$ cat config.mk
export PLATFORM = sky130hd
export DESIGN_NAME = serial_extra_lane_enable
export DESIGN_NICKNAME = d
export VERILOG_FILES = /design/src/pkg/xlane_pkg.sv /design/src/design/serial_extra_lane_enable.sv /design/src/design/lane_gate.sv
export VERILOG_INCLUDE_DIRS = /design/src /design/src/pkg
export SDC_FILE = /design/constraint.sdc
export NUM_CORES = 1
export LEC_CHECK = 0
export ABC_AREA = 1
export BUFFER_PORTS_ARGS = -buffer_cell sky130_fd_sc_hd__clkbuf_2
export CORE_UTILIZATION = 50
export CTS_BUF_LIST = sky130_fd_sc_hd__clkbuf_8 sky130_fd_sc_hd__clkbuf_16
export CTS_CLUSTER_DIAMETER = 200
export CTS_CLUSTER_SIZE = 25
export DETAILED_ROUTE_END_ITERATION = 7
export HOLD_SLACK_MARGIN = 0.03
export MAX_ROUTING_LAYER = met4
export PLACE_DENSITY = 0.8
export SYNTH_ARGS = -nofsm -noshare
export SYNTH_HDL_FRONTEND = slang
export SYNTH_SLANG_ARGS = --single-unit
$ cat constraint.sdc
create_clock -name clk -period 2.9 [get_ports clk]
set_input_delay 0.58 -clock clk [delete_from_list [all_inputs] [get_ports clk]]
set_output_delay 0.58 -clock clk [all_outputs]
set_load 0.05 [all_outputs]
$ cat src/pkg/xlane_defines.svh
// Purpose: Offsets, field positions and reset values of the extra-lane bank
// Assumes: Byte-wide registers on a plain address/strobe port
// Notes:   Definitions only
`ifndef XLANE_DEFINES_SVH
`define XLANE_DEFINES_SVH
`define XL_ADDR_W        10
`define XL_OFF_LINK_A    10'h20A
`define XL_OFF_LINK_B    10'h20B
`define XL_RESET_VAL     8'h00
`define XL_SER_BIT       0
`define XL_LANE_LSB      1
`define XL_LANE_MSB      7
`define XL_MODE_W        5
`define XL_TEST_W        4
`endif

$ cat src/pkg/xlane_pkg.sv
// Purpose: Types shared by the extra-lane bank
// Assumes: Nothing beyond the defines header
// Notes:   Access state of the register port
package xlane_pkg;
  typedef enum logic [1:0] {
    ACC_IDLE  = 2'b00,
    ACC_READ  = 2'b01,
    ACC_WRITE = 2'b11
  } acc_state_t;
endpackage

$ cat src/design/serial_extra_lane_enable.sv
// Summary of operation
// - Bits 7..1 enable lane 1..7 link clocks
// - Bit 0 also powers extra lane serializers
// - Extra lanes follow link mode and test
// - Channel power-down keeps lanes inactive
// - Serializer n needs lanes 0..n-1 enabled
// - Link B register at 0x20B, resets zero
// - Link A register at 0x20A, resets zero
//
// Purpose: Extra-lane enable register bank for links A and B
// Assumes: Lane usage per mode is decoded outside and given as masks
// Notes:   Writes while the encoder runs are ignored; read data one cycle later
//
// Chosen here: strobed register access.
`timescale 1ns/10ps
`include "xlane_defines.svh"
module serial_extra_lane_enable
  import xlane_pkg::*;
#(
  parameter int LANES = 8
) (
  input  wire logic                  clk,
  input  wire logic                  sys_rst,
  input  wire logic                  clkEn,
  input  wire logic [`XL_ADDR_W-1:0] regAddr,
  input  wire logic [7:0]            regWrData,
  input  wire logic                  regWrStb,
  input  wire logic                  regRdStb,
  output logic      [7:0]            regRdData,
  input  wire logic                  link_encoder_enable,
  input  wire logic [`XL_MODE_W-1:0] link_mode_select,
  input  wire logic [`XL_TEST_W-1:0] link_test_pattern_select,
  input  wire logic [LANES-1:0]      modeLanesA,
  input  wire logic [LANES-1:0]      modeLanesB,
  input  wire logic [1:0]            channel_power_down,
  output logic      [LANES-1:0]      laneClockOnA,
  output logic      [LANES-1:0]      serializerOnA,
  output logic      [LANES-1:0]      laneClockOnB,
  output logic      [LANES-1:0]      serializerOnB,
  output logic      [`XL_MODE_W-1:0] extraLaneMode,
  output logic      [`XL_TEST_W-1:0] extraLaneTest,
  output logic                       writeRefused
);
  // Lane decode and register layout are written for eight lanes per link
  if (LANES != 8) begin : g_lanes_check
    $error("LANES must be 8");
  end

  logic [7:0] extra_lane_reg_link_a;
  logic [7:0] extra_lane_reg_link_b;
  logic       writeOk;
  acc_state_t accState;

  assign writeOk = regWrStb & ~link_encoder_enable;

  // Register writes, accepted only with encoder off
  always_ff @(posedge clk or posedge sys_rst) begin
    if (sys_rst) begin
      extra_lane_reg_link_a <= `XL_RESET_VAL;
      extra_lane_reg_link_b <= `XL_RESET_VAL;
    end else if (clkEn && writeOk) begin
      if (regAddr == `XL_OFF_LINK_A) begin
        extra_lane_reg_link_a <= regWrData;
      end
      if (regAddr == `XL_OFF_LINK_B) begin
        extra_lane_reg_link_b <= regWrData;
      end
    end
  end

  // Read data and refusal flag, one cycle after strobe
  always_ff @(posedge clk or posedge sys_rst) begin
    if (sys_rst) begin
      regRdData    <= 8'h00;
      writeRefused <= 1'b0;
      accState     <= ACC_IDLE;
    end else if (clkEn) begin
      writeRefused <= regWrStb & link_encoder_enable;
      case (1'b1)
        regRdStb: accState <= ACC_READ;
        regWrStb: accState <= ACC_WRITE;
        default:  accState <= ACC_IDLE;
      endcase
      if (regRdStb) begin
        case (regAddr)
          `XL_OFF_LINK_A: regRdData <= extra_lane_reg_link_a;
          `XL_OFF_LINK_B: regRdData <= extra_lane_reg_link_b;
          default:        regRdData <= 8'h00;
        endcase
      end else begin
        regRdData <= 8'h00;
      end
    end
  end

  // Extra lanes share the link mode and test pattern settings
  always_ff @(posedge clk or posedge sys_rst) begin
    if (sys_rst) begin
      extraLaneMode <= '0;
      extraLaneTest <= '0;
    end else if (clkEn) begin
      extraLaneMode <= link_mode_select;
      extraLaneTest <= link_test_pattern_select;
    end
  end

  // Lane decode for link A
  lane_gate #(.LANES(LANES)) gateA (
    .clk              (clk),
    .sys_rst          (sys_rst),
    .clkEn            (clkEn),
    .regValue         (extra_lane_reg_link_a),
    .modeLanes        (modeLanesA),
    .channelPowerDown (channel_power_down[0]),
    .laneClockOn      (laneClockOnA),
    .serializerOn     (serializerOnA)
  );

  // Lane decode for link B
  lane_gate #(.LANES(LANES)) gateB (
    .clk              (clk),
    .sys_rst          (sys_rst),
    .clkEn            (clkEn),
    .regValue         (extra_lane_reg_link_b),
    .modeLanes        (modeLanesB),
    .channelPowerDown (channel_power_down[1]),
    .laneClockOn      (laneClockOnB),
    .serializerOn     (serializerOnB)
  );
endmodule // serial_extra_lane_enable

$ cat src/design/lane_gate.sv
// Purpose: Per-link lane enable decode for one link
// Assumes: Lane 0 is used whenever the link's channel is up
// Notes:   Registered outputs
`timescale 1ns/10ps
`include "xlane_defines.svh"
module lane_gate #(
  parameter int LANES = 8
) (
  input  wire logic             clk,
  input  wire logic             sys_rst,
  input  wire logic             clkEn,
  input  wire logic [7:0]       regValue,
  input  wire logic [LANES-1:0] modeLanes,
  input  wire logic             channelPowerDown,
  output logic      [LANES-1:0] laneClockOn,
  output logic      [LANES-1:0] serializerOn
);
  // The register holds seven extra-lane bits, so at most eight lanes fit
  if (LANES < 2 || LANES > 8) begin : g_lanes_check
    $error("LANES must be 2 to 8");
  end

  logic [LANES-1:0] next_clk;
  logic [LANES-1:0] next_ser;
  logic [LANES-1:0] ready;

  // Merge mode lanes with extra lanes, blocked by channel power-down
  always_comb begin
    next_clk = modeLanes;
    next_ser = modeLanes;
    for (int n = 1; n < LANES; n++) begin
      next_clk[n] = modeLanes[n] | regValue[n];
      next_ser[n] = modeLanes[n] | (regValue[n] & regValue[`XL_SER_BIT]);
    end
    if (channelPowerDown) begin
      next_clk = '0;
      next_ser = '0;
    end
    // Serializer n clocked only if lanes 0..n-1 enabled
    ready[0] = next_ser[0];
    for (int n = 1; n < LANES; n++) begin
      ready[n] = next_ser[n] & ready[n-1];
    end
  end

  // Register the lane enables
  always_ff @(posedge clk or posedge sys_rst) begin
    if (sys_rst) begin
      laneClockOn  <= '0;
      serializerOn <= '0;
    end else if (clkEn) begin
      laneClockOn  <= next_clk;
      serializerOn <= ready;
    end
  end
endmodule // lane_gate

### After elaboration in Yosys (flattened, before gate mapping)

Index checks and enable logic that the tools add are counted.

* equal/unequal tests: 2
* bitwise gates (word level): 59
* $add $sub $neg: 0
* muxes and demuxes: 6
* magnitude comparators: 0
* shifts and indexed selects: 0
* $mul: 0
* divide/modulo/power cells: 0
* reductions and logical operators: 3

Operators by type and width (count)
* 2-to-1 mux 8 bit: 5
* AND 1 bit: 30
* bitwise OR 1 bit: 28
* equality test 10 bit (second input constant): 2
* one-hot mux 8 bit (2 select lines): 1
* AND reduction 2 bit: 2
* logical AND 1 bit: 1
* NOT 1 bit: 1

* ROM bits: 0
* memory bits (writable): 0
* bits in latches: 0
* input bits: 51
* output and inout port bits: 50
* word-level logic and storage cells: 80
* memories: 0
* flip-flop bits (word level): 66

### Longest topological paths before layout

Gate-level depths: netlist of the first run.

* depth in word-level cells: 10
* mapped depth: 8
* depth with buffers taken out: 7

### Cells and area by module

From an unflattened synthesis of the first run, not the netlist that was laid out.

* cells, all modules: 348
* area, all modules: 2979.1 um2

Modules (own cells, without submodules)
* serial_extra_lane_enable: area an instance 1580.3 um2, cells an instance 180, times used 1
* lane_gate: area an instance 699.4 um2, cells an instance 84, times used 2

### Least setup slack after synthesis of the first run

OpenSTA, ideal clock, no wires.

* kind: input-to-reg
* from: input regAddr[7]
* to: register extra_lane_reg_link_a[0]
* path slack: 1313 ps
* required time: 2782 ps
* stages: 7
* arrival time: 1469 ps
* path buffers: 1
* setup time: 118 ps
* path through: nor2_1 nand2_1 nor3_4 nand3_4 buf_6 nand2_2 o21ai_2

* longest elaborated chain between the ends: 2

RTL lines
* start: declaration: line serial_extra_lane_enable.sv:25 `` input wire logic [`XL_ADDR_W-1:0] regAddr, ``
* equality test 10 bit
* AND reduction 2 bit (no source line)
* end signal: assignment: line serial_extra_lane_enable.sv:59 `` extra_lane_reg_link_a <= `XL_RESET_VAL; ``
* end signal: assignment: line serial_extra_lane_enable.sv:63 `extra_lane_reg_link_a <= regWrData;`
* end: declaration: line serial_extra_lane_enable.sv:49 `logic [7:0] extra_lane_reg_link_a;`

Every way passes these cells.
A chain may end at the register's enable or synchronous reset.

==> qor.txt, run 1 <==
Layout Nets: 488
Clock power share: 35.7%
Syn_area_per_cell: 8.64 um2
CTS root buffer: clkbuf_8
Die height: 78.3 um
# port buffers: 100
Setup WS pre-CTS: 0.799 ns
Crit path required time: 3.17 ns
Final Instance Area: 0.00361 mm2
WHS: 0.128 ns
Total grt overflow: 0
First-pass iteration count of the detailed router: 4
Rows: 27
WL/cell: 13.4 um
CP Capture Type: flop
Final number of hold-violating endpoints: 0
Gr usage total: 25.7%
Initial antenna violation count: 0
Hold_buf cts: 0
Via count: 2558
WL final: 6900 um
Seq cells post-synth: 64
Slew margin rel.: 54.2%
# Post-CTS Setup Buffers: 0
TritonCTS clock tree: yes
Syn Inst Count: 337
Fillers: 496
Status: completed
CP top delay family: simple AND/OR/NAND/NOR gates
Synthesized area: 0.00291 mm2
Max Slew Vio Count: 0
Vias per inst: 4.98
Period utilization: 61.6%
Post-CTS sizing: 0
Placed instance area: 0.00343 mm2
Fmax: 560 MHz
Clock Latency Late Sink: 0.33 ns
Global placer's final weighted congestion: 0.859
H-tree depth: 3
Syn_nets: 388
Hold Path Class: in2async
Routed Antenna Nets: 0
Crit path kind: in2reg
Clock Sinks: 64
CP cell instances: clkbuf_2 > inv_1 > nor2_2 > o21ai_0 > nor2_1 > nand4_1 > nand2_1
Largest net degree at the start of global routing: 56
PnR Total Power: 1940 uW
Share of layout cells above drive strength 1: 33.7%
Switching Fraction: 29.1%
First DRT Iteration DRCs: 182
Setup TNS: 0 ns
Crit-path max cell delay: 0.32 ns
Layout area overhead: 24.1%
Data arrival time of the worst path: 2.06 ns
Dpl hpwl: 5180 um
Int Pwr: 1370 uW
CP bufs+invs: 2
Library cells used by synthesis: 25
Fin crit period: 1.79 ns
Final Setup Violations: 0
Total CTS buffers: 9
VDD IR max: 0.294 mV
Final WS setup: 1.11 ns
Peak fanout along the critical path: 18
Sw Pwr: 564 uW
Worst Skew: 0.00634 ns
Worst-Margin Slew: 0.687 ns
Drt drc: 0
Io pins: 101
First-pass GRT wire length: 11500 um
CTS max path bufs: 2
Vias in the first global route: 2456
Die Width: 78.3 um
Starting density of the core: 52.3%
Critical Path Slowest Stage Cell: clkbuf_2
CP startpoint kind: input port
Logic pwr share: 15.5%
Register area share after synthesis: 55.0%
Synth Warn #: 0
Max Cap Viol: 0
Unrepaired setup endpoints after global routing: false
PwrDens: 536 mW/mm2
Core Area: 0.00557 mm2
Leakage: 0.00208 uW
Die area: 0.00613 mm2
Sequential Power Share: 48.8%
Clock Pin Slew Worst Setup and Hold Paths: 0.07 ns
# diodes: 0
worst register-to-register path: cells and delay by family (launching register included):
family | cells | cell delay [ns]
and+or+nand+nor | 6 | 0.92
DFF | 1 | 0.53
cells by family after synthesis:
kind of cell	count (synthesis)	synth area share [%]
compound gates	44	10.4
flops	64	55.0
buf+inv	38	6.36
simple gates	191	28.3
power groups by stage:
stage	Combinational (uW)	Clock, uW	Sequential (uW)
4_1_cts	302	707	946
6_report	300	690	946
5_1_grt	325	737	949
3_3_place_gp	299	0	960
3_5_place_dp	302	0	962
2_1_floorplan	96.8	0	1070
through the flow:
step           std cells  util [%]
2_1_floorplan        337         -
3_3_place_gp         498      61.5
3_5_place_dp         498      61.5
4_1_cts              514      64.8
5_1_grt              514      64.8
6_report             514      64.8
Yosys cell counts, drive strengths merged:
| cell type | instances | area, um2 |
|---|---|---|
| or2 | 2 | 12.5 |
| inv | 24 | 90.1 |
| a22o | 3 | 26.3 |
| nand3b | 1 | 7.51 |
| nor3 | 3 | 31.3 |
| nand3 | 23 | 140 |
| dfrtp | 64 | 1600 |
| nand2 | 142 | 543 |
| nand4 | 2 | 12.5 |
| clkbuf | 1 | 3.75 |
| a21oi | 2 | 10.0 |
| nor2 | 18 | 77.6 |
| o31ai | 2 | 15.0 |
| o21bai | 1 | 7.51 |
| a21o | 1 | 7.51 |
| o21ai | 35 | 235 |
| buf | 13 | 91.3 |
registers in the layout (all words and copies together), names as in the netlist:
register / flops
regRdData: 8
gateA.laneClockOn: 7
extra_lane_reg_link_b: 8
gateB.serializerOn: 8
gateA.serializerOn: 8
writeRefused: 1
extraLaneMode: 5
extra_lane_reg_link_a: 8
extraLaneTest: 4
gateB.laneClockOn: 7
cell usage in the layout (no fill, tap or decap):
master      n
a21o_1      1
a21oi_1     2
a22o_1      3
buf_4       3
clkbuf_2  100
clkbuf_8   12
clkinv_2    3
dfrtp_1    64
inv_1      24
inv_2       1
nand2_1   138
nand2_2     4
nand3_1    21
nand3_4     2
nand3b_1    1
nand4_1     2
nor2_1     14
nor2_2      4
nor3_1      1
nor3_2      1
nor3_4      1
o21ai_0    19
o21ai_2    16
o21bai_1    1
o31ai_1     2
or2_2       2
cell type report:
class / count / area, um2 / share of cell area (%)
clock buffer: 12 / 165 / 4.57
clock inverter: 4 / 18.8 / 0.519
inverter: 24 / 90.1 / 2.49
multi-input combinational: 235 / 1130 / 31.2
sequential: 64 / 1600 / 44.3
tap: 72 / 90.1 / 2.49
timing repair buffer: 103 / 523 / 14.5
per-layer routing:
metal  global-route usage [%]  part of all wire [%]  vias to the layer above
met5                        -                     0                        -
met3                     5.70                   7.4                       12
met2                     37.5                    48                      103
met4                     13.0                   1.6                        0
li1                         -                     -                     1265
met1                     34.1                    43                     1178
path summary, 6_finish.rpt:
check	start	to	slack, ns	cells after the start
hold reg to reg	extraLaneMode[3]$_DFFE_PP0P_	extraLaneMode[3]$_DFFE_PP0P_	0.48	2
setup reg to reg	extra_lane_reg_link_b[0]$_DFFE_PP0P_	gateB.serializerOn[7]$_DFFE_PP0P_	1.40	6
min in group clk	link_test_pattern_select[1]	extraLaneTest[1]$_DFFE_PP0P_	0.44	3
hold / removal	sys_rst	extraLaneTest[3]$_DFFE_PP0P_	0.13	2
setup / recovery	clkEn	gateA.serializerOn[7]$_DFFE_PP0P_	1.11	7
max in group asynchronous	sys_rst	extra_lane_reg_link_a[1]$_DFFE_PP0P_	1.83	3
(Power assumes the default switching activity.)
==> inputs of run 2 (changes only) <==
Settings changed: CORE_UTILIZATION 50 to 45, PLACE_DENSITY 0.8 to 0.76.
Clock period 2.9 ns to 1.5 ns, I/O delays scaled along.
==> run 2 against run 1 <==
Compared with the run above: setup slack worse by 0.92 ns; non-clock buffer count is 11 higher; clock power up 130%; largest power group unchanged; combinational power is 100% higher; critical path type is now reg2out; cell count grew 2.7%; largest cell class unchanged; power up 110%; sequential share of layout area decreased by 1.8 points; sequential power rose by 93%; global-route usage shrank 1.9 points.
==> qor.txt, run 2 (same netlist as run 1, synthesis figures left out) <==
Via count: 2581
Peak fanout along the critical path: 2
Sw Pwr: 1130 uW
Vias in the first global route: 2464
H-tree depth: 3
Leakage: 0.00216 uW
Worst setup path end: serializerOnA[7]
Final Setup Violations: 0
Sequential Power Share: 45.5%
Reg2reg end: gateA.serializerOn[7]$_DFFE_PP0P_
VDD IR max: 0.563 mV
Slew margin rel.: 75.7%
Global placer's final weighted congestion: 0.888
Cells on worst reg2reg path: 6
Routed Antenna Nets: 0
CTS root buffer: clkbuf_8
First-pass GRT wire length: 11400 um
Final number of hold-violating endpoints: 0
Status: completed
Clock power share: 39.5%
Routing usage on met3: 5.60%
First-pass iteration count of the detailed router: 4
Max Slew Vio Count: 0
Unrepaired setup endpoints after global routing: false
# diodes: 0
Worst Setup SP: gateA.serializerOn[7]$_DFFE_PP0P_
Share of layout cells above drive strength 1: 35.3%
Die height: 82.5 um
CP bufs+invs: 1
Critical Path Slowest Stage Cell: dfrtp_1
Dpl hpwl: 5410 um
Layout area overhead: 29.4%
Die Width: 82.5 um
Clock Sinks: 64
Drt drc: 0
Total grt overflow: 0
PwrDens: 1060 mW/mm2
Max Cap Viol: 0
Largest net degree at the start of global routing: 65
WL final: 7240 um
Clock Pin Slew Worst Setup and Hold Paths: 0.07 ns
Crit path depth: 1
Total CTS buffers: 9
Worst-Margin Slew: 0.360 ns
CP cell instances: clkbuf_2
Gr usage total: 23.8%
Initial antenna violation count: 0
# Post-CTS Setup Buffers: 0
Hold Path Class: in2async
Core Util, Final: 61.8%
Period utilization: 87.1%
TritonCTS clock tree: yes
GR Util met2: 35.4%
Logic pwr share: 14.9%
CP Capture Type: primary output
CP top delay family: flip-flops
Crit path kind: reg2out
Worst Skew: 0.0107 ns
Flop2flop setup slack: 0.20 ns
Starting density of the core: 47.8%
Core Area: 0.00610 mm2
Commonest non-fill, non-tap cell in the layout: nand2_1
Fmax: 766 MHz
Setup TNS: 0 ns
Die area: 0.00680 mm2
Rows: 28
Met1 usage: 30.8%
Crit Reg-Reg Startpoint: extra_lane_reg_link_a[0]$_DFFE_PP0P_
Crit path required time: 1.20 ns
Most frequent cells in the layout: nand2_1 (138), clkbuf_2 (100), dfrtp_1 (64)
Layer with the highest usage: met2
Fin crit period: 1.31 ns
# port buffers: 100
CTS max path bufs: 2
Clock Latency Late Sink: 0.34 ns
Switching Fraction: 28.1%
Io pins: 101
Crit-path max cell delay: 0.38 ns
WL/cell: 13.7 um
Int Pwr: 2890 uW
CP startpoint kind: flop
Data arrival time of the worst path: 1.01 ns
Vias per inst: 4.89
Fillers: 554
Layout Nets: 499
First DRT Iteration DRCs: 184
run 2: repair_timing:
action | CTS | global route
setup endpoints to repair | 0 | 1
hold buffers | 0 | 0
resized for setup | 0 | 1
run 2: worst min-delay path by stage:
stage / startpoint / end / slack, ns / depth (start not counted)
after detailed placement: sys_rst / gateA.laneClockOn[7]$_DFFE_PP0P_ / 0.41 / 3
after CTS: sys_rst / gateB.serializerOn[1]$_DFFE_PP0P_ / 0.04 / 3
after global placement: sys_rst / gateA.laneClockOn[7]$_DFFE_PP0P_ / 0.41 / 3
after global routing: sys_rst / extraLaneMode[2]$_DFFE_PP0P_ / 0.06 / 3
final: sys_rst / gateB.serializerOn[5]$_DFFE_PP0P_ / 0.03 / 3
after floorplan: link_mode_select[0] / extraLaneMode[0]$_DFFE_PP0P_ / 0.42 / 2
run 2: power groups by stage:
stage	clock network, uW	logic [uW]	registers, uW
after detailed placement	0	602	1860
final	1590	600	1830
after global placement	0	595	1860
after global routing	1700	649	1830
after floorplan	0	188	2070
after CTS	1610	604	1830
run 2: through the flow:
stage	cells	total power [uW]	setup WS [ns]	instance area [um2]	hold WS [ns]
after floorplan	337	2260	0.193	2920	0.417
after global placement	512	2450	0.101	3550	0.406
after detailed placement	512	2460	0.0382	3550	0.408
after CTS	528	4040	0.162	3760	0.0438
after global routing	528	4180	0.0370	3770	0.0594
final	528	4010	0.194	3770	0.0325
run 2: final cells by class:
class,count,area (um2),share of cell area [%]
flip-flops and latches,64,1600,42.5
multi-input cells,235,1130,30.0
repair buffers,114,631,16.7
clock buffers,13,179,4.75
inverters,24,93.8,2.49
well taps,75,93.8,2.49
clock inverters,3,38.8,1.03
run 2: routing by layer:
metal  up-vias  routed length (um)
li1       1288                   -
met1      1185                3290
met2        90                3370
met3        18                 427
met4         0                 153
met5         -                   0
==> inputs of run 3 (changes only) <==
Settings changed: CTS_CLUSTER_SIZE 25 to unset, RECOVER_POWER set to 50.
==> run 3 against run 2 <==
Compared with the run above: critical path depth rose by 3; count of clock-buffer cells in the layout did not move; register-to-register slack barely moved; flip-flop and latch count did not move; sequential share of layout area rose by 0.23 points; critical path type is now in2reg; largest cell class unchanged; highest routed layer unchanged.
==> qor.txt, run 3 (same netlist as run 1, synthesis figures left out) <==
Hold Path Class: in2reg
Leakage: 0.00215 uW
CTS root buffer: clkbuf_8
First-pass GRT wire length: 11400 um
Fin crit period: 1.34 ns
CP top delay family: buffers and inverters
H-tree depth: 3
Setup WS pre-CTS: 0.0382 ns
CP startpoint kind: input port
Total CTS buffers: 9
Final WS setup: 0.160 ns
Clock Latency Late Sink: 0.34 ns
Routing usage on met3: 5.60%
Cells on worst reg2reg path: 7
Global placer's final weighted congestion: 0.888
Hold EP: extraLaneMode[2]$_DFFE_PP0P_
Io pins: 101
Die area: 0.00680 mm2
Layout area overhead: 28.7%
GR Util met2: 35.4%
Die Width: 82.5 um
Crit path required time: 1.73 ns
Hold Path Origin: link_mode_select[2]
Commonest non-fill, non-tap cell in the layout: nand2_1
Worst-Margin Slew: 0.854 ns
Crit Reg-Reg Startpoint: extra_lane_reg_link_b[0]$_DFFE_PP0P_
First DRT Iteration DRCs: 198
Slew margin rel.: 43.0%
Reg2reg end: gateB.serializerOn[7]$_DFFE_PP0P_
Clock Pin Slew Worst Setup and Hold Paths: 0.07 ns
Critical Path Slowest Stage Cell: clkbuf_2
Core Area: 0.00610 mm2
Peak fanout along the critical path: 32
WHS: 0.154 ns
CP bufs+invs: 3
VDD IR max: 0.563 mV
Largest net degree at the start of global routing: 65
Final Setup Violations: 0
# diodes: 0
# port buffers: 100
Hold_buf cts: 0
Unrepaired setup endpoints after global routing: false
CP Capture Type: flop
Total grt overflow: 0
PwrDens: 1070 mW/mm2
WL/cell: 13.7 um
Fmax: 746 MHz
Flop2flop setup slack: 0.21 ns
Final number of hold-violating endpoints: 0
Clock Sinks: 64
Layout Nets: 499
Share of layout cells above drive strength 1: 34.9%
First-pass iteration count of the detailed router: 4
Most frequent cells in the layout: nand2_1 (138), clkbuf_2 (100), dfrtp_1 (64)
Rows: 28
Gr usage total: 23.8%
Vias per inst: 4.84
Worst Skew: 0.00990 ns
# Post-CTS Setup Buffers: 0
Met1 usage: 30.8%
Worst Setup SP: clkEn
Drt drc: 0
Crit path kind: in2reg
Max Slew Vio Count: 0
Dpl hpwl: 5410 um
Vias in the first global route: 2464
Data arrival time of the worst path: 1.57 ns
Status: completed
Hold Crit Depth: 3
Core Util, Final: 61.5%
Starting density of the core: 47.8%
WL final: 7230 um
Via count: 2557
Layer with the highest usage: met2
Die height: 82.5 um
CTS max path bufs: 2
Setup TNS: 0 ns
Max Cap Viol: 0
TritonCTS clock tree: yes
Period utilization: 89.4%
Fillers: 559
Crit-path max cell delay: 0.42 ns
CP cell instances: clkbuf_1 > inv_1 > clkbuf_2 > a22o_1
Initial antenna violation count: 0
Routed Antenna Nets: 0
-- run 3: power by group --
group / internal (uW) / switching (uW) / total, uW
Combinational: 150 / 442 / 592
Sequential: 1790 / 36.8 / 1830
Clock: 941 / 646 / 1590
Total: 2880 / 1130 / 4000
-- run 3: worst reg2reg max path, delay by kind of cell, from the launching register on --
family | cells | cell delay [ns]
buffers and inverters | 1 | 0.15
flip-flops | 1 | 0.48
AND/OR/NAND/NOR | 6 | 0.61
-- run 3: per-stage QoR --
| stage | total power [uW] | area [um2] | std cells |
|---|---|---|---|
| after global placement | 2450 | 3550 | 512 |
| after floorplan | 2260 | 2920 | 337 |
| after CTS | 4040 | 3760 | 528 |
| after global routing | 4180 | 3750 | 528 |
| final | 4000 | 3750 | 528 |
| after detailed placement | 2460 | 3550 | 512 |
-- run 3: layout make-up --
class                   instances  area (um2)  area share, %
well taps                      75        93.8           2.50
flip-flops and latches         64        1600           42.7
clock inverters                 3        38.8           1.03
clock buffers                  13         179           4.77
repair buffers                114         611           16.3
multi-input cells             235        1130           30.2
inverters                      24        93.8           2.50
-- run 3: layer usage --
metal	part of all wire [%]	up-vias
met5	0	-
met4	1.7	0
met3	5.4	13
met2	47	82
met1	46	1174
li1	-	1288
-- run 3: how the worst max path moves through the flow --
stage               slack, ns  cells after the start                              endpoint
floorplan                0.19                      7  extra_lane_reg_link_a[0]$_DFFE_PP0P_
global placement         0.10                      6  extra_lane_reg_link_a[2]$_DFFE_PP0P_
detailed placement       0.04                      8  extra_lane_reg_link_a[5]$_DFFE_PP0P_
CTS                      0.16                      6     gateA.serializerOn[7]$_DFFE_PP0P_
global route             0.04                      6     gateA.serializerOn[7]$_DFFE_PP0P_
finish                   0.16                      4      gateA.laneClockOn[1]$_DFFE_PP0P_
-- run 3: repair_timing --
| action | in CTS | in global routing |
|---|---|---|
| endpoints found under the hold margin | 0 | 0 |
| endpoints found under the setup margin | 0 | 1 |
| gates resized for setup | 0 | 1 |
